File: config.mk
export PLATFORM = sky130hd
export DESIGN_NAME = clock_mode_sequencer
export DESIGN_NICKNAME = d
export VERILOG_FILES = /design/src/common/cms_pkg.sv /design/src/hdl/clock_mode_sequencer.sv
export VERILOG_INCLUDE_DIRS = /design/src /design/src/common
export SDC_FILE = /design/constraint.sdc
export NUM_CORES = 1
export LEC_CHECK = 0
export BUFFER_PORTS_ARGS = -buffer_cell sky130_fd_sc_hd__buf_2
export CAP_MARGIN = 20
export CORE_MARGIN = 2
export CORE_UTILIZATION = 47
export CTS_CLUSTER_SIZE = 25
export DETAILED_ROUTE_END_ITERATION = 10
export HOLD_SLACK_MARGIN = 0.15
export PLACE_DENSITY = 0.68
export SLEW_MARGIN = 20
export SYNTH_ARGS = -nofsm -noshare
export SYNTH_HDL_FRONTEND = slang
export SYNTH_SLANG_ARGS = --single-unit
File: constraint.sdc
create_clock -name clk -period 15.4 [get_ports clk]
set_input_delay 0.77 -clock clk [delete_from_list [all_inputs] [get_ports clk]]
set_output_delay 0.77 -clock clk [all_outputs]
set_load 0.02 [all_outputs]
File: src/common/cms_cfg.svh
// register map, field positions, reset values and timing counts
`ifndef CMS_CFG_SVH
`define CMS_CFG_SVH

// ==========================================================
// register byte offsets
`define CMS_OFF_CTRL_ONE 4'h0
`define CMS_OFF_CTRL_TWO 4'h4
`define CMS_OFF_CTRL_THREE 4'h8
`define CMS_OFF_STATUS 4'hC

// ==========================================================
// control one fields
`define CMS_C1_CLOCK_SOURCE_SELECT_HI 7
`define CMS_C1_CLOCK_SOURCE_SELECT_LO 6
`define CMS_C1_REFERENCE_DIVIDER_HI 5
`define CMS_C1_REFERENCE_DIVIDER_LO 3
`define CMS_C1_INTERNAL_REFERENCE_SELECT 2
`define CMS_C1_INTERNAL_REFERENCE_ENABLE 1
// control two fields
`define CMS_C2_BUS_DIVIDER_HI 7
`define CMS_C2_BUS_DIVIDER_LO 6
`define CMS_C2_RANGE 5
`define CMS_C2_HGO 4
`define CMS_C2_LP 3
`define CMS_C2_CRYSTAL_SELECT 2
`define CMS_C2_EXTERNAL_REFERENCE_ENABLE 1
// control three fields
`define CMS_C3_PLL_SELECT 6
`define CMS_C3_PLL_MULTIPLIER_HI 3
`define CMS_C3_PLL_MULTIPLIER_LO 0
// status fields
`define CMS_SC_LOCK 6
`define CMS_SC_PLL_SELECT_STATUS 5
`define CMS_SC_IREFST 4
`define CMS_SC_CLOCK_SOURCE_STATUS_HI 3
`define CMS_SC_CLOCK_SOURCE_STATUS_LO 2
`define CMS_SC_OSCILLATOR_INITIALIZED 1

// ==========================================================
// reset values
`define CMS_RST_CTRL_ONE 8'h04
`define CMS_RST_CTRL_TWO 8'h40
`define CMS_RST_CTRL_THREE 8'h01

// ==========================================================
// loop factors and timing counts in clk cycles
`define CMS_FLL_SHIFT 10
`define CMS_PLL_MULTIPLIER_SHIFT 2
`define CMS_OSC_STARTUP_CYCLES 64
`define CMS_LOCK_CYCLES 32
`define CMS_IREF_STABLE_CYCLES 16

// axi responses
`define CMS_RESP_OKAY 2'h0
`define CMS_RESP_SLVERR 2'h2

`endif

File: src/common/cms_pkg.sv
// types shared by the clock mode sequencer
`default_nettype none
package cms_pkg;
  // operating modes of the generator
  typedef enum logic [2:0] {
    MODE_LOOP_ENGAGED_INTERNAL = 3'b000,
    MODE_LOOP_ENGAGED_EXTERNAL = 3'b001,
    MODE_LOOP_BYPASSED_EXTERNAL = 3'b010,
    MODE_LOOP_BYPASSED_INTERNAL = 3'b011,
    MODE_PLL_ENGAGED_EXTERNAL = 3'b100,
    MODE_PLL_BYPASSED_EXTERNAL = 3'b101,
    MODE_LOW_POWER_INTERNAL = 3'b110,
    MODE_LOW_POWER_EXTERNAL = 3'b111
  } cms_mode_e;
  // source status code
  typedef logic [1:0] cms_src_t;
endpackage : cms_pkg
`default_nettype wire

File: src/hdl/clock_mode_sequencer.sv
// clock mode sequencer: mode decode, switching, status and axi registers
// Overview of operation
// - reset enters fll internal; three direct exits
// - clock_source_select 00, internal_reference_select 0: fll on external, pll on external with pll select bit set
// - clock_source_select 10, internal_reference_select 0: external, fll locks unless the pll select or low power bit is set
// - clock_source_select 01 routes internal reference out
// - status 3:2 reports actual output source
// - oscillator initialized after crystal startup count
// - each committed mode change between non low power modes shows in status
// - status bit 4 reports reference source
// - status bit 5 reports pll selected
// - status bit 6 shows selected loop lock
// - output frequency follows mode formula
// - bus clock is half output clock
// - control two field layout
// - control one field layout
// - control three field layout
// - low power bit disables both loops with clock_source_select 01 or 10 only
// - internal enable bit is writable, so the internal reference also keeps running outside internal modes while it is set
// - unavailable clock keeps previous source
`include "cms_cfg.svh"
`timescale 1ns/100ps
`default_nettype none
module clock_mode_sequencer #(
  parameter int OSC_STARTUP_CYCLES = `CMS_OSC_STARTUP_CYCLES,
  parameter int LOCK_CYCLES = `CMS_LOCK_CYCLES,
  parameter int IREF_STABLE_CYCLES = `CMS_IREF_STABLE_CYCLES
) (
  input wire logic clk,
  input wire logic sys_rst,
  input wire logic [31:0] s_axi_awaddr,
  input wire logic [2:0] s_axi_awprot,
  input wire logic s_axi_awvalid,
  output logic s_axi_awready,
  input wire logic [31:0] s_axi_wdata,
  input wire logic [3:0] s_axi_wstrb,
  input wire logic s_axi_wvalid,
  output logic s_axi_wready,
  output logic [1:0] s_axi_bresp,
  output logic s_axi_bvalid,
  input wire logic s_axi_bready,
  input wire logic [31:0] s_axi_araddr,
  input wire logic [2:0] s_axi_arprot,
  input wire logic s_axi_arvalid,
  output logic s_axi_arready,
  output logic [31:0] s_axi_rdata,
  output logic [1:0] s_axi_rresp,
  output logic s_axi_rvalid,
  input wire logic s_axi_rready,
  input wire logic extRefPresent,
  input wire logic [31:0] extRefFreq,
  input wire logic [31:0] intRefFreq,
  output cms_pkg::cms_mode_e clockMode,
  output logic [31:0] genOutFreq,
  output logic [31:0] busFreq,
  output logic fllEnable,
  output logic pllEnable,
  output logic intRefOn,
  output logic oscEnable,
  output logic oscHighRange,
  output logic oscHighGain
);
  import cms_pkg::*;

  localparam int OSC_W = $clog2(OSC_STARTUP_CYCLES + 1);
  localparam int LCK_W = $clog2(LOCK_CYCLES + 1);
  localparam int IRS_W = $clog2(IREF_STABLE_CYCLES + 1);
  localparam logic [OSC_W-1:0] OSC_MAX = OSC_W'(OSC_STARTUP_CYCLES);
  localparam logic [LCK_W-1:0] LCK_MAX = LCK_W'(LOCK_CYCLES);
  localparam logic [IRS_W-1:0] IRS_MAX = IRS_W'(IREF_STABLE_CYCLES);

  // ========================================================
  // helper functions

  // modes fed from the internal reference
  function automatic logic isInternal(input cms_mode_e m);
    isInternal = (m == MODE_LOOP_ENGAGED_INTERNAL) ||
      (m == MODE_LOOP_BYPASSED_INTERNAL) || (m == MODE_LOW_POWER_INTERNAL);
  endfunction : isInternal

  // modes with both loops shut down
  function automatic logic isLowPower(input cms_mode_e m);
    isLowPower = (m == MODE_LOW_POWER_INTERNAL) ||
      (m == MODE_LOW_POWER_EXTERNAL);
  endfunction : isLowPower

  // modes running the pll
  function automatic logic usesPll(input cms_mode_e m);
    usesPll = (m == MODE_PLL_ENGAGED_EXTERNAL) ||
      (m == MODE_PLL_BYPASSED_EXTERNAL);
  endfunction : usesPll

  // source status code of a mode
  function automatic cms_src_t srcOf(input cms_mode_e m);
    unique case (m)
      MODE_LOOP_ENGAGED_INTERNAL, MODE_LOOP_ENGAGED_EXTERNAL: srcOf = 2'h0;
      MODE_LOOP_BYPASSED_INTERNAL, MODE_LOW_POWER_INTERNAL: srcOf = 2'h1;
      MODE_PLL_ENGAGED_EXTERNAL: srcOf = 2'h3;
      MODE_LOOP_BYPASSED_EXTERNAL, MODE_PLL_BYPASSED_EXTERNAL,
      MODE_LOW_POWER_EXTERNAL: srcOf = 2'h2;
    endcase
  endfunction : srcOf

  // direct steps allowed between modes
  function automatic logic legalStep(input cms_mode_e c, input cms_mode_e r);
    unique case (c)
      MODE_LOOP_ENGAGED_INTERNAL: legalStep = r inside {
        MODE_LOOP_ENGAGED_EXTERNAL, MODE_LOOP_BYPASSED_EXTERNAL,
        MODE_LOOP_BYPASSED_INTERNAL};
      MODE_LOOP_ENGAGED_EXTERNAL: legalStep = r inside {
        MODE_LOOP_ENGAGED_INTERNAL, MODE_LOOP_BYPASSED_EXTERNAL,
        MODE_LOOP_BYPASSED_INTERNAL};
      MODE_LOOP_BYPASSED_INTERNAL: legalStep = r inside {
        MODE_LOOP_ENGAGED_INTERNAL, MODE_LOOP_ENGAGED_EXTERNAL,
        MODE_LOOP_BYPASSED_EXTERNAL, MODE_LOW_POWER_INTERNAL};
      MODE_LOOP_BYPASSED_EXTERNAL: legalStep = r inside {
        MODE_LOOP_ENGAGED_INTERNAL, MODE_LOOP_ENGAGED_EXTERNAL,
        MODE_LOOP_BYPASSED_INTERNAL, MODE_PLL_BYPASSED_EXTERNAL,
        MODE_LOW_POWER_EXTERNAL};
      MODE_PLL_BYPASSED_EXTERNAL: legalStep = r inside {
        MODE_LOOP_BYPASSED_EXTERNAL, MODE_PLL_ENGAGED_EXTERNAL,
        MODE_LOW_POWER_EXTERNAL};
      MODE_PLL_ENGAGED_EXTERNAL: legalStep = (r == MODE_PLL_BYPASSED_EXTERNAL);
      MODE_LOW_POWER_INTERNAL: legalStep = (r == MODE_LOOP_BYPASSED_INTERNAL);
      MODE_LOW_POWER_EXTERNAL: legalStep = r inside {
        MODE_LOOP_BYPASSED_EXTERNAL, MODE_PLL_BYPASSED_EXTERNAL};
    endcase
  endfunction : legalStep

  // ========================================================
  // register file and axi4-lite slave
  logic [7:0] ctrlOne;
  logic [7:0] ctrlTwo;
  logic [7:0] ctrlThree;
  logic [7:0] statusReg;
  logic awHeld;
  logic wHeld;
  logic [3:0] awAddrQ;
  logic [7:0] wDataQ;
  logic wStrbQ;
  logic doWrite;

  // channel readies drop while an item or a response is pending
  assign s_axi_awready = !awHeld && !s_axi_bvalid;
  assign s_axi_wready = !wHeld && !s_axi_bvalid;
  assign s_axi_arready = !s_axi_rvalid;
  assign doWrite = awHeld && wHeld && !s_axi_bvalid;

  // address and data capture, in either order
  always_ff @(posedge clk or posedge sys_rst) begin
    if (sys_rst) begin
      awHeld <= 1'b0;
      wHeld <= 1'b0;
      awAddrQ <= 4'h0;
      wDataQ <= 8'h00;
      wStrbQ <= 1'b0;
    end else begin
      if (s_axi_awvalid && s_axi_awready) begin
        awHeld <= 1'b1;
        awAddrQ <= {s_axi_awaddr[3:2], 2'h0};
      end else if (doWrite) begin
        awHeld <= 1'b0;
      end
      if (s_axi_wvalid && s_axi_wready) begin
        wHeld <= 1'b1;
        wDataQ <= s_axi_wdata[7:0];
        wStrbQ <= s_axi_wstrb[0];
      end else if (doWrite) begin
        wHeld <= 1'b0;
      end
    end
  end

  // write response; unmapped upper addresses get slverr
  logic awMapped;
  always_ff @(posedge clk or posedge sys_rst) begin
    if (sys_rst) begin
      awMapped <= 1'b0;
    end else if (s_axi_awvalid && s_axi_awready) begin
      awMapped <= (s_axi_awaddr[31:4] == 28'h0000000);
    end
  end

  always_ff @(posedge clk or posedge sys_rst) begin
    if (sys_rst) begin
      s_axi_bvalid <= 1'b0;
      s_axi_bresp <= `CMS_RESP_OKAY;
    end else if (doWrite) begin
      s_axi_bvalid <= 1'b1;
      s_axi_bresp <= awMapped ? `CMS_RESP_OKAY : `CMS_RESP_SLVERR;
    end else if (s_axi_bready) begin
      s_axi_bvalid <= 1'b0;
    end
  end

  // control registers, low byte lane only
  always_ff @(posedge clk or posedge sys_rst) begin
    if (sys_rst) begin
      ctrlOne <= `CMS_RST_CTRL_ONE;
      ctrlTwo <= `CMS_RST_CTRL_TWO;
      ctrlThree <= `CMS_RST_CTRL_THREE;
    end else if (doWrite && wStrbQ && awMapped) begin
      unique case (awAddrQ)
        `CMS_OFF_CTRL_ONE: ctrlOne <= {wDataQ[7:1], 1'b0};
        `CMS_OFF_CTRL_TWO: ctrlTwo <= {wDataQ[7:1], 1'b0};
        `CMS_OFF_CTRL_THREE: ctrlThree <= {1'b0, wDataQ[6], 2'h0,
          wDataQ[3:0]};
        default: ;
      endcase
    end
  end

  // read channel, answers one cycle after the address
  always_ff @(posedge clk or posedge sys_rst) begin
    if (sys_rst) begin
      s_axi_rvalid <= 1'b0;
      s_axi_rdata <= 32'h00000000;
      s_axi_rresp <= `CMS_RESP_OKAY;
    end else if (s_axi_arvalid && s_axi_arready) begin
      s_axi_rvalid <= 1'b1;
      s_axi_rresp <= `CMS_RESP_OKAY;
      s_axi_rdata <= 32'h00000000;
      if (s_axi_araddr[31:4] != 28'h0000000) begin
        s_axi_rresp <= `CMS_RESP_SLVERR;
      end else begin
        unique case ({s_axi_araddr[3:2], 2'h0})
          `CMS_OFF_CTRL_ONE: s_axi_rdata <= {24'h000000, ctrlOne};
          `CMS_OFF_CTRL_TWO: s_axi_rdata <= {24'h000000, ctrlTwo};
          `CMS_OFF_CTRL_THREE: s_axi_rdata <= {24'h000000, ctrlThree};
          `CMS_OFF_STATUS: s_axi_rdata <= {24'h000000, statusReg};
          default: ;
        endcase
      end
    end else if (s_axi_rready) begin
      s_axi_rvalid <= 1'b0;
    end
  end

  // ========================================================
  // control fields
  logic [1:0] clkSel;
  logic [2:0] refDiv;
  logic irefSel;
  logic irefEnable;
  logic [1:0] busDiv;
  logic lowPowerBit;
  logic crystalSel;
  logic extEnable;
  logic pllSel;
  logic [3:0] pllMult;
  assign clkSel = ctrlOne[`CMS_C1_CLOCK_SOURCE_SELECT_HI:`CMS_C1_CLOCK_SOURCE_SELECT_LO];
  assign refDiv = ctrlOne[`CMS_C1_REFERENCE_DIVIDER_HI:`CMS_C1_REFERENCE_DIVIDER_LO];
  assign irefSel = ctrlOne[`CMS_C1_INTERNAL_REFERENCE_SELECT];
  assign irefEnable = ctrlOne[`CMS_C1_INTERNAL_REFERENCE_ENABLE];
  assign busDiv = ctrlTwo[`CMS_C2_BUS_DIVIDER_HI:`CMS_C2_BUS_DIVIDER_LO];
  assign lowPowerBit = ctrlTwo[`CMS_C2_LP];
  assign crystalSel = ctrlTwo[`CMS_C2_CRYSTAL_SELECT];
  assign extEnable = ctrlTwo[`CMS_C2_EXTERNAL_REFERENCE_ENABLE];
  assign pllSel = ctrlThree[`CMS_C3_PLL_SELECT];
  assign pllMult = ctrlThree[`CMS_C3_PLL_MULTIPLIER_HI:`CMS_C3_PLL_MULTIPLIER_LO];
  assign oscHighRange = ctrlTwo[`CMS_C2_RANGE];
  assign oscHighGain = ctrlTwo[`CMS_C2_HGO];

  // ========================================================
  // mode decode and switching
  cms_mode_e curMode;
  cms_mode_e reqMode;
  logic modeReady;
  logic commit;
  logic extAvail;
  logic intStable;
  logic lockQ;
  logic pll_select_status;

  // requested mode from the control bits; reserved clock_source_select keeps the mode
  always_comb begin
    reqMode = curMode;
    unique case (clkSel)
      2'h0: reqMode = irefSel ? MODE_LOOP_ENGAGED_INTERNAL :
        (pllSel ? MODE_PLL_ENGAGED_EXTERNAL :
        MODE_LOOP_ENGAGED_EXTERNAL);
      2'h1: reqMode = lowPowerBit ? MODE_LOW_POWER_INTERNAL :
        MODE_LOOP_BYPASSED_INTERNAL;
      2'h2: reqMode = lowPowerBit ? MODE_LOW_POWER_EXTERNAL :
        (pllSel ? MODE_PLL_BYPASSED_EXTERNAL :
        MODE_LOOP_BYPASSED_EXTERNAL);
      2'h3: reqMode = curMode;
    endcase
  end

  // target clock must be up before the switch
  always_comb begin
    unique case (reqMode)
      MODE_LOOP_ENGAGED_INTERNAL, MODE_LOOP_BYPASSED_INTERNAL,
      MODE_LOW_POWER_INTERNAL: modeReady = intStable;
      MODE_PLL_ENGAGED_EXTERNAL: modeReady = extAvail && pll_select_status && lockQ;
      MODE_LOOP_ENGAGED_EXTERNAL, MODE_LOOP_BYPASSED_EXTERNAL,
      MODE_PLL_BYPASSED_EXTERNAL,
      MODE_LOW_POWER_EXTERNAL: modeReady = extAvail;
    endcase
  end

  assign commit = (reqMode != curMode) && legalStep(curMode, reqMode) &&
    modeReady;

  // current mode register
  always_ff @(posedge clk or posedge sys_rst) begin
    if (sys_rst) begin
      curMode <= MODE_LOOP_ENGAGED_INTERNAL;
    end else if (commit) begin
      curMode <= reqMode;
    end
  end

  assign clockMode = curMode;
  assign fllEnable = !isLowPower(curMode) && !usesPll(curMode);
  assign pllEnable = usesPll(curMode);
  assign intRefOn = isInternal(curMode) || irefEnable;

  // ========================================================
  // oscillator startup and internal reference settling
  logic oscRun;
  logic oscillator_initialized;
  logic [OSC_W-1:0] oscCnt;
  logic [IRS_W-1:0] irsCnt;
  assign oscRun = crystalSel && (extEnable || !isInternal(curMode) ||
    !isInternal(reqMode));
  assign oscEnable = oscRun;
  assign extAvail = crystalSel ? oscillator_initialized : extRefPresent;

  // crystal startup counter
  always_ff @(posedge clk or posedge sys_rst) begin
    if (sys_rst) begin
      oscCnt <= '0;
      oscillator_initialized <= 1'b0;
    end else if (!oscRun) begin
      oscCnt <= '0;
      oscillator_initialized <= 1'b0;
    end else if (oscCnt != OSC_MAX) begin
      oscCnt <= oscCnt + OSC_W'(1);
    end else begin
      oscillator_initialized <= 1'b1;
    end
  end

  // internal reference settling counter
  always_ff @(posedge clk or posedge sys_rst) begin
    if (sys_rst) begin
      irsCnt <= '0;
    end else if (!intRefOn) begin
      irsCnt <= '0;
    end else if (irsCnt != IRS_MAX) begin
      irsCnt <= irsCnt + IRS_W'(1);
    end
  end
  assign intStable = (irsCnt == IRS_MAX);

  // ========================================================
  // loop selection and lock
  logic loopOn;
  logic refOk;
  logic relock;
  logic [LCK_W-1:0] lockCnt;
  assign loopOn = fllEnable || pllEnable;
  assign refOk = isInternal(curMode) ? intStable : extAvail;
  assign relock = commit && ((isInternal(reqMode) != isInternal(curMode)) ||
    (!isLowPower(reqMode) && (usesPll(reqMode) != pll_select_status)));

  // pll status follows the running loop, held in low power
  always_ff @(posedge clk or posedge sys_rst) begin
    if (sys_rst) begin
      pll_select_status <= 1'b0;
    end else if (commit && !isLowPower(reqMode)) begin
      pll_select_status <= usesPll(reqMode);
    end
  end

  // lock counter restarts on reference or loop change
  always_ff @(posedge clk or posedge sys_rst) begin
    if (sys_rst) begin
      lockCnt <= '0;
    end else if (!loopOn || !refOk || relock) begin
      lockCnt <= '0;
    end else if (lockCnt != LCK_MAX) begin
      lockCnt <= lockCnt + LCK_W'(1);
    end
  end
  assign lockQ = (lockCnt == LCK_MAX) && loopOn;

  // status register image
  always_comb begin
    statusReg = 8'h00;
    statusReg[`CMS_SC_LOCK] = lockQ;
    statusReg[`CMS_SC_PLL_SELECT_STATUS] = pll_select_status;
    statusReg[`CMS_SC_IREFST] = isInternal(curMode);
    statusReg[`CMS_SC_CLOCK_SOURCE_STATUS_HI:`CMS_SC_CLOCK_SOURCE_STATUS_LO] = srcOf(curMode);
    statusReg[`CMS_SC_OSCILLATOR_INITIALIZED] = oscillator_initialized;
  end

  // ========================================================
  // output and bus frequency
  logic [63:0] next_outFreq;
  logic [63:0] extDiv;
  assign extDiv = {32'h00000000, extRefFreq} >> refDiv;

  // frequency per mode
  always_comb begin
    unique case (curMode)
      MODE_LOOP_ENGAGED_INTERNAL: next_outFreq =
        ({32'h00000000, intRefFreq} << `CMS_FLL_SHIFT) >> busDiv;
      MODE_LOOP_ENGAGED_EXTERNAL: next_outFreq =
        (extDiv << `CMS_FLL_SHIFT) >> busDiv;
      MODE_PLL_ENGAGED_EXTERNAL: next_outFreq = (extDiv *
        {58'h0, pllMult, 2'h0}) >> busDiv;
      MODE_LOOP_BYPASSED_INTERNAL, MODE_LOW_POWER_INTERNAL: next_outFreq =
        {32'h00000000, intRefFreq} >> busDiv;
      MODE_LOOP_BYPASSED_EXTERNAL, MODE_PLL_BYPASSED_EXTERNAL,
      MODE_LOW_POWER_EXTERNAL: next_outFreq =
        {32'h00000000, extRefFreq} >> busDiv;
    endcase
  end

  // registered frequency outputs
  always_ff @(posedge clk or posedge sys_rst) begin
    if (sys_rst) begin
      genOutFreq <= 32'h00000000;
      busFreq <= 32'h00000000;
    end else begin
      genOutFreq <= next_outFreq[31:0];
      busFreq <= {1'b0, genOutFreq[31:1]};
    end
  end
endmodule : clock_mode_sequencer
`default_nettype wire

==> flow_summary.yaml <==
drt:
  vias: 12547
  drtPass1Iterations: 6
  ant_nets: 0
  viasPerCell: 6.14
  drc: 0
  finalWirelength_um: 41900
  drt_iter0_drc: 1365
  wl_per_cell_um: 20.5
sta:
  rsz0062_at_grt: "no"
  whs_ns: 0.368
  fin_skew_ns: 0.0163
  period_needed_ns: 6.07
  period_share: 0.394
  setup_viol: 0
  hold_viol: 0
  max_freq_mhz: 165
  slew_violations: 0
  maxSlewHeadroom: 0.235
  worst_slew_pin_slew_ns: 1.14
  fin_ws_ns: 9.33
  fin_setup_tns_ns: 0
logic_synthesis:
  yosys_warnings: 0
  syn_avg_cell_area_um2: 8.51
  synth_compound_area_frac: 0.189
  synthSimpleGateAreaFrac: 0.178
  synth_edf_count: 0
  synthDistinctLibCells: 82
  synth-xor-area-share: 0.0236
  ys_seq_area_frac: 0.253
  ys_seq_elements: 131
  synth_fa_ha_area_frac: 0.129
  synth_cells: 1525
  synthMuxAreaShare: 0.152
  synth_area_mm2: 0.0130
  async_flop_share: 1.00
  synthFlopType: "dfrtp_1"
  synth_top_family_by_area: "compound AO/OA/AOI/OAI gates"
cells_and_area:
  area_delta_synth_final_pct: 13.7
  most-common-layout-cells: "227 x buf_2, 222 x nand2_1, 124 x nor2_1, 124 x dfrtp_1, 97 x a21oi_1"
  layout_commonest_cell: "buf_2"
  final_nets: 1964
  drive_above_1_share: 0.226
worst_setup_path:
  cp.arrival_ns: 6.35
  end_kind: "flop"
  cp_cell_sequence: "buf_4, mux2_2, mux2i_1, o21ai_0, nand2_1, fa_1, fa_1, inv_1, ha_1, a21o_1, a211oi_1, a211o_1, a21oi_1, or4_1, a31oi_1, a31oi_1, o2bb2ai_1"
  crit_family: "compound AO/OA/AOI/OAI gates"
  path_max_fanout: 40
  cp.required_ns: 15.68
  critPathLaunchType: "flop"
  crit_type: "flop to flop"
  slowest_delay_ns: 0.59
  slowest_stage: "o21ai_0"
  critPathBufInv: 2
floorplan:
  die_x_um: 170
  die_y_um: 170
  rows: 60
  io_pins: 292
  start_util: 0.480
  die_area_mm2: 0.0290
  coreArea_mm2: 0.0270
grt:
  grt_first_pass_wirelength_um: 66200
  grt_max_degree: 69
  first_global_vias: 11839
  grt-ovfl-total: 0
  antenna_found_initial: 4
  grt.total_usage: 0.294
clock_tree:
  cts_sinks: 131
  cts_tree: "yes"
  cts_buffer_depth: 2
  cts-root-buf: "clkbuf_16"
  cts_htree_levels: 4
  numCtsBuffers: 17
  cts.clk_slew.worst_paths_ns: 0.07
  clkLatencyLatePin_ns: 0.43
  hold_buffers: 0
  postCtsSetupBuffers: 0
  ctsResizeCount: 0
placed_design:
  routabilityCongestion: 0.960
  place_hpwl_um: 31800
  dp_slack_ns: 9.43
  port_buffers: 227
power:
  cellPowerDensity_mw_per_mm2: 65.1
  leakagePower_nw: 6.76
  peakVddDrop_mv: 0.0518
status:
  status: "completed"
job:
  cap_violations: 0
hold_path:
  hold_path.class: "flop to flop"
==> state kept, by name, summed over array words and instances (netlist names), 2 cells and up <==
signal and count:
s_axi_rdata 8, busFreq 31, clockMode 3, lockCnt 6
wDataQ 8, ctrlOne 7, oscCnt 7, ctrlThree 5
ctrlTwo 7, awAddrQ 2, irsCnt 5, genOutFreq 32
==> path summary, 6_finish.rpt <==
| kind | from | to | slack (ns) | cells after the start |
|---|---|---|---|---|
| worst max-delay path | ctrlOne[4]$_DFFE_PP0P_ | genOutFreq[31]$_DFF_PP0_ | 9.33 | 17 |
| worst min-delay path | genOutFreq[7]$_DFF_PP0_ | busFreq[6]$_DFF_PP0_ | 0.37 | 0 |
| worst max register to register | ctrlOne[4]$_DFFE_PP0P_ | genOutFreq[31]$_DFF_PP0_ | 9.33 | 17 |
| worst min register to register | genOutFreq[7]$_DFF_PP0_ | busFreq[6]$_DFF_PP0_ | 0.37 | 0 |
| max in group asynchronous | sys_rst | ctrlOne[4]$_DFFE_PP0P_ | 13.67 | 3 |
| min in group asynchronous | sys_rst | busFreq[1]$_DFF_PP0_ | 0.38 | 2 |
==> through the flow <==
step	instance area, µm²	total power (W)	std cells	util
after floorplan	13100	0.000500	1551	-
after global placement	14200	0.000559	2009	0.524
after detailed placement	14200	0.000563	2009	0.524
after CTS	14700	0.000966	2041	0.545
after global routing	14800	0.00100	2044	0.546
final	14800	0.000962	2044	0.546
==> metal layers <==
metal / vias to the layer above / track usage / share of wire
met5: - / 0 / 0.00062
met4: 4 / 0.103 / 0.033
met3: 87 / 0.0544 / 0.097
met2: 683 / 0.454 / 0.44
met1: 6088 / 0.413 / 0.43
li1: 5685 / - / -
==> cells in the mapped netlist, drive strengths merged, types with 4 or more instances <==
cell type,count,area (µm²)
fa,59,1180
nor2,124,465
a22oi,14,105
nand3,33,165
and2,43,269
a2111oi,4,35.0
dfrtp,128,3200
or3,7,43.8
a221oi,11,103
clkbuf,64,241
a32o,4,40.0
xor2,15,131
nand2b,10,62.6
buf,62,385
nor2b,11,68.8
ha,39,488
a211oi,14,123
inv,90,338
and3,7,43.8
o21a,7,52.6
o22a,7,61.3
a31oi,20,125
mux2i,69,691
o21ai,91,455
o211ai,14,119
nor4,17,106
or4,5,37.5
a21o,13,97.6
o221ai,12,123
a22o,11,96.3
nand4,10,62.6
xnor2,20,175
mux2,62,698
o31ai,8,65.1
nand2,222,833
o22ai,10,62.6
a21oi,97,485
nor3,16,85.1
mux4,26,589
==> area by class of cell <==
type,count,area [µm²]
inverter,93,354
multi-input combinational,1201,8840
antenna,2,5.00
clock buffer,18,439
sequential,131,3290
timing repair buffer,244,1280
fill,2572,12300
clock inverter,14,134
tap,341,427
==> worst register-to-register path: stages, from the launching register on <==
cell,delay [ns]
dfrtp_2,0.38
buf_4,0.48
mux2_2,0.32
mux2i_1,0.09
o21ai_0,0.59
nand2_1,0.15
fa_1,0.49
fa_1,0.55
inv_1,0.04
ha_1,0.36
a21o_1,0.20
a211oi_1,0.34
a211o_1,0.34
a21oi_1,0.20
or4_1,0.54
a31oi_1,0.46
a31oi_1,0.17
o2bb2ai_1,0.23
==> logic make-up (layout without fill, tap and decap cells) <==
group | count (synthesis) | after routing
xor+xnor | 35 | 35
compound gates | 370 | 370
flops | 131 | 131
simple gates | 514 | 514
mux | 157 | 157
other cells | 1 | 29
buf+inv | 219 | 369
fa+ha+maj | 98 | 98
==> power breakdown <==
group / internal, W / switching, W
registers: 0.000373 / 0.0000205
logic: 0.0000659 / 0.0000990
clock network: 0.000218 / 0.000184
total: 0.000658 / 0.000304
(Power assumes the default switching activity.)
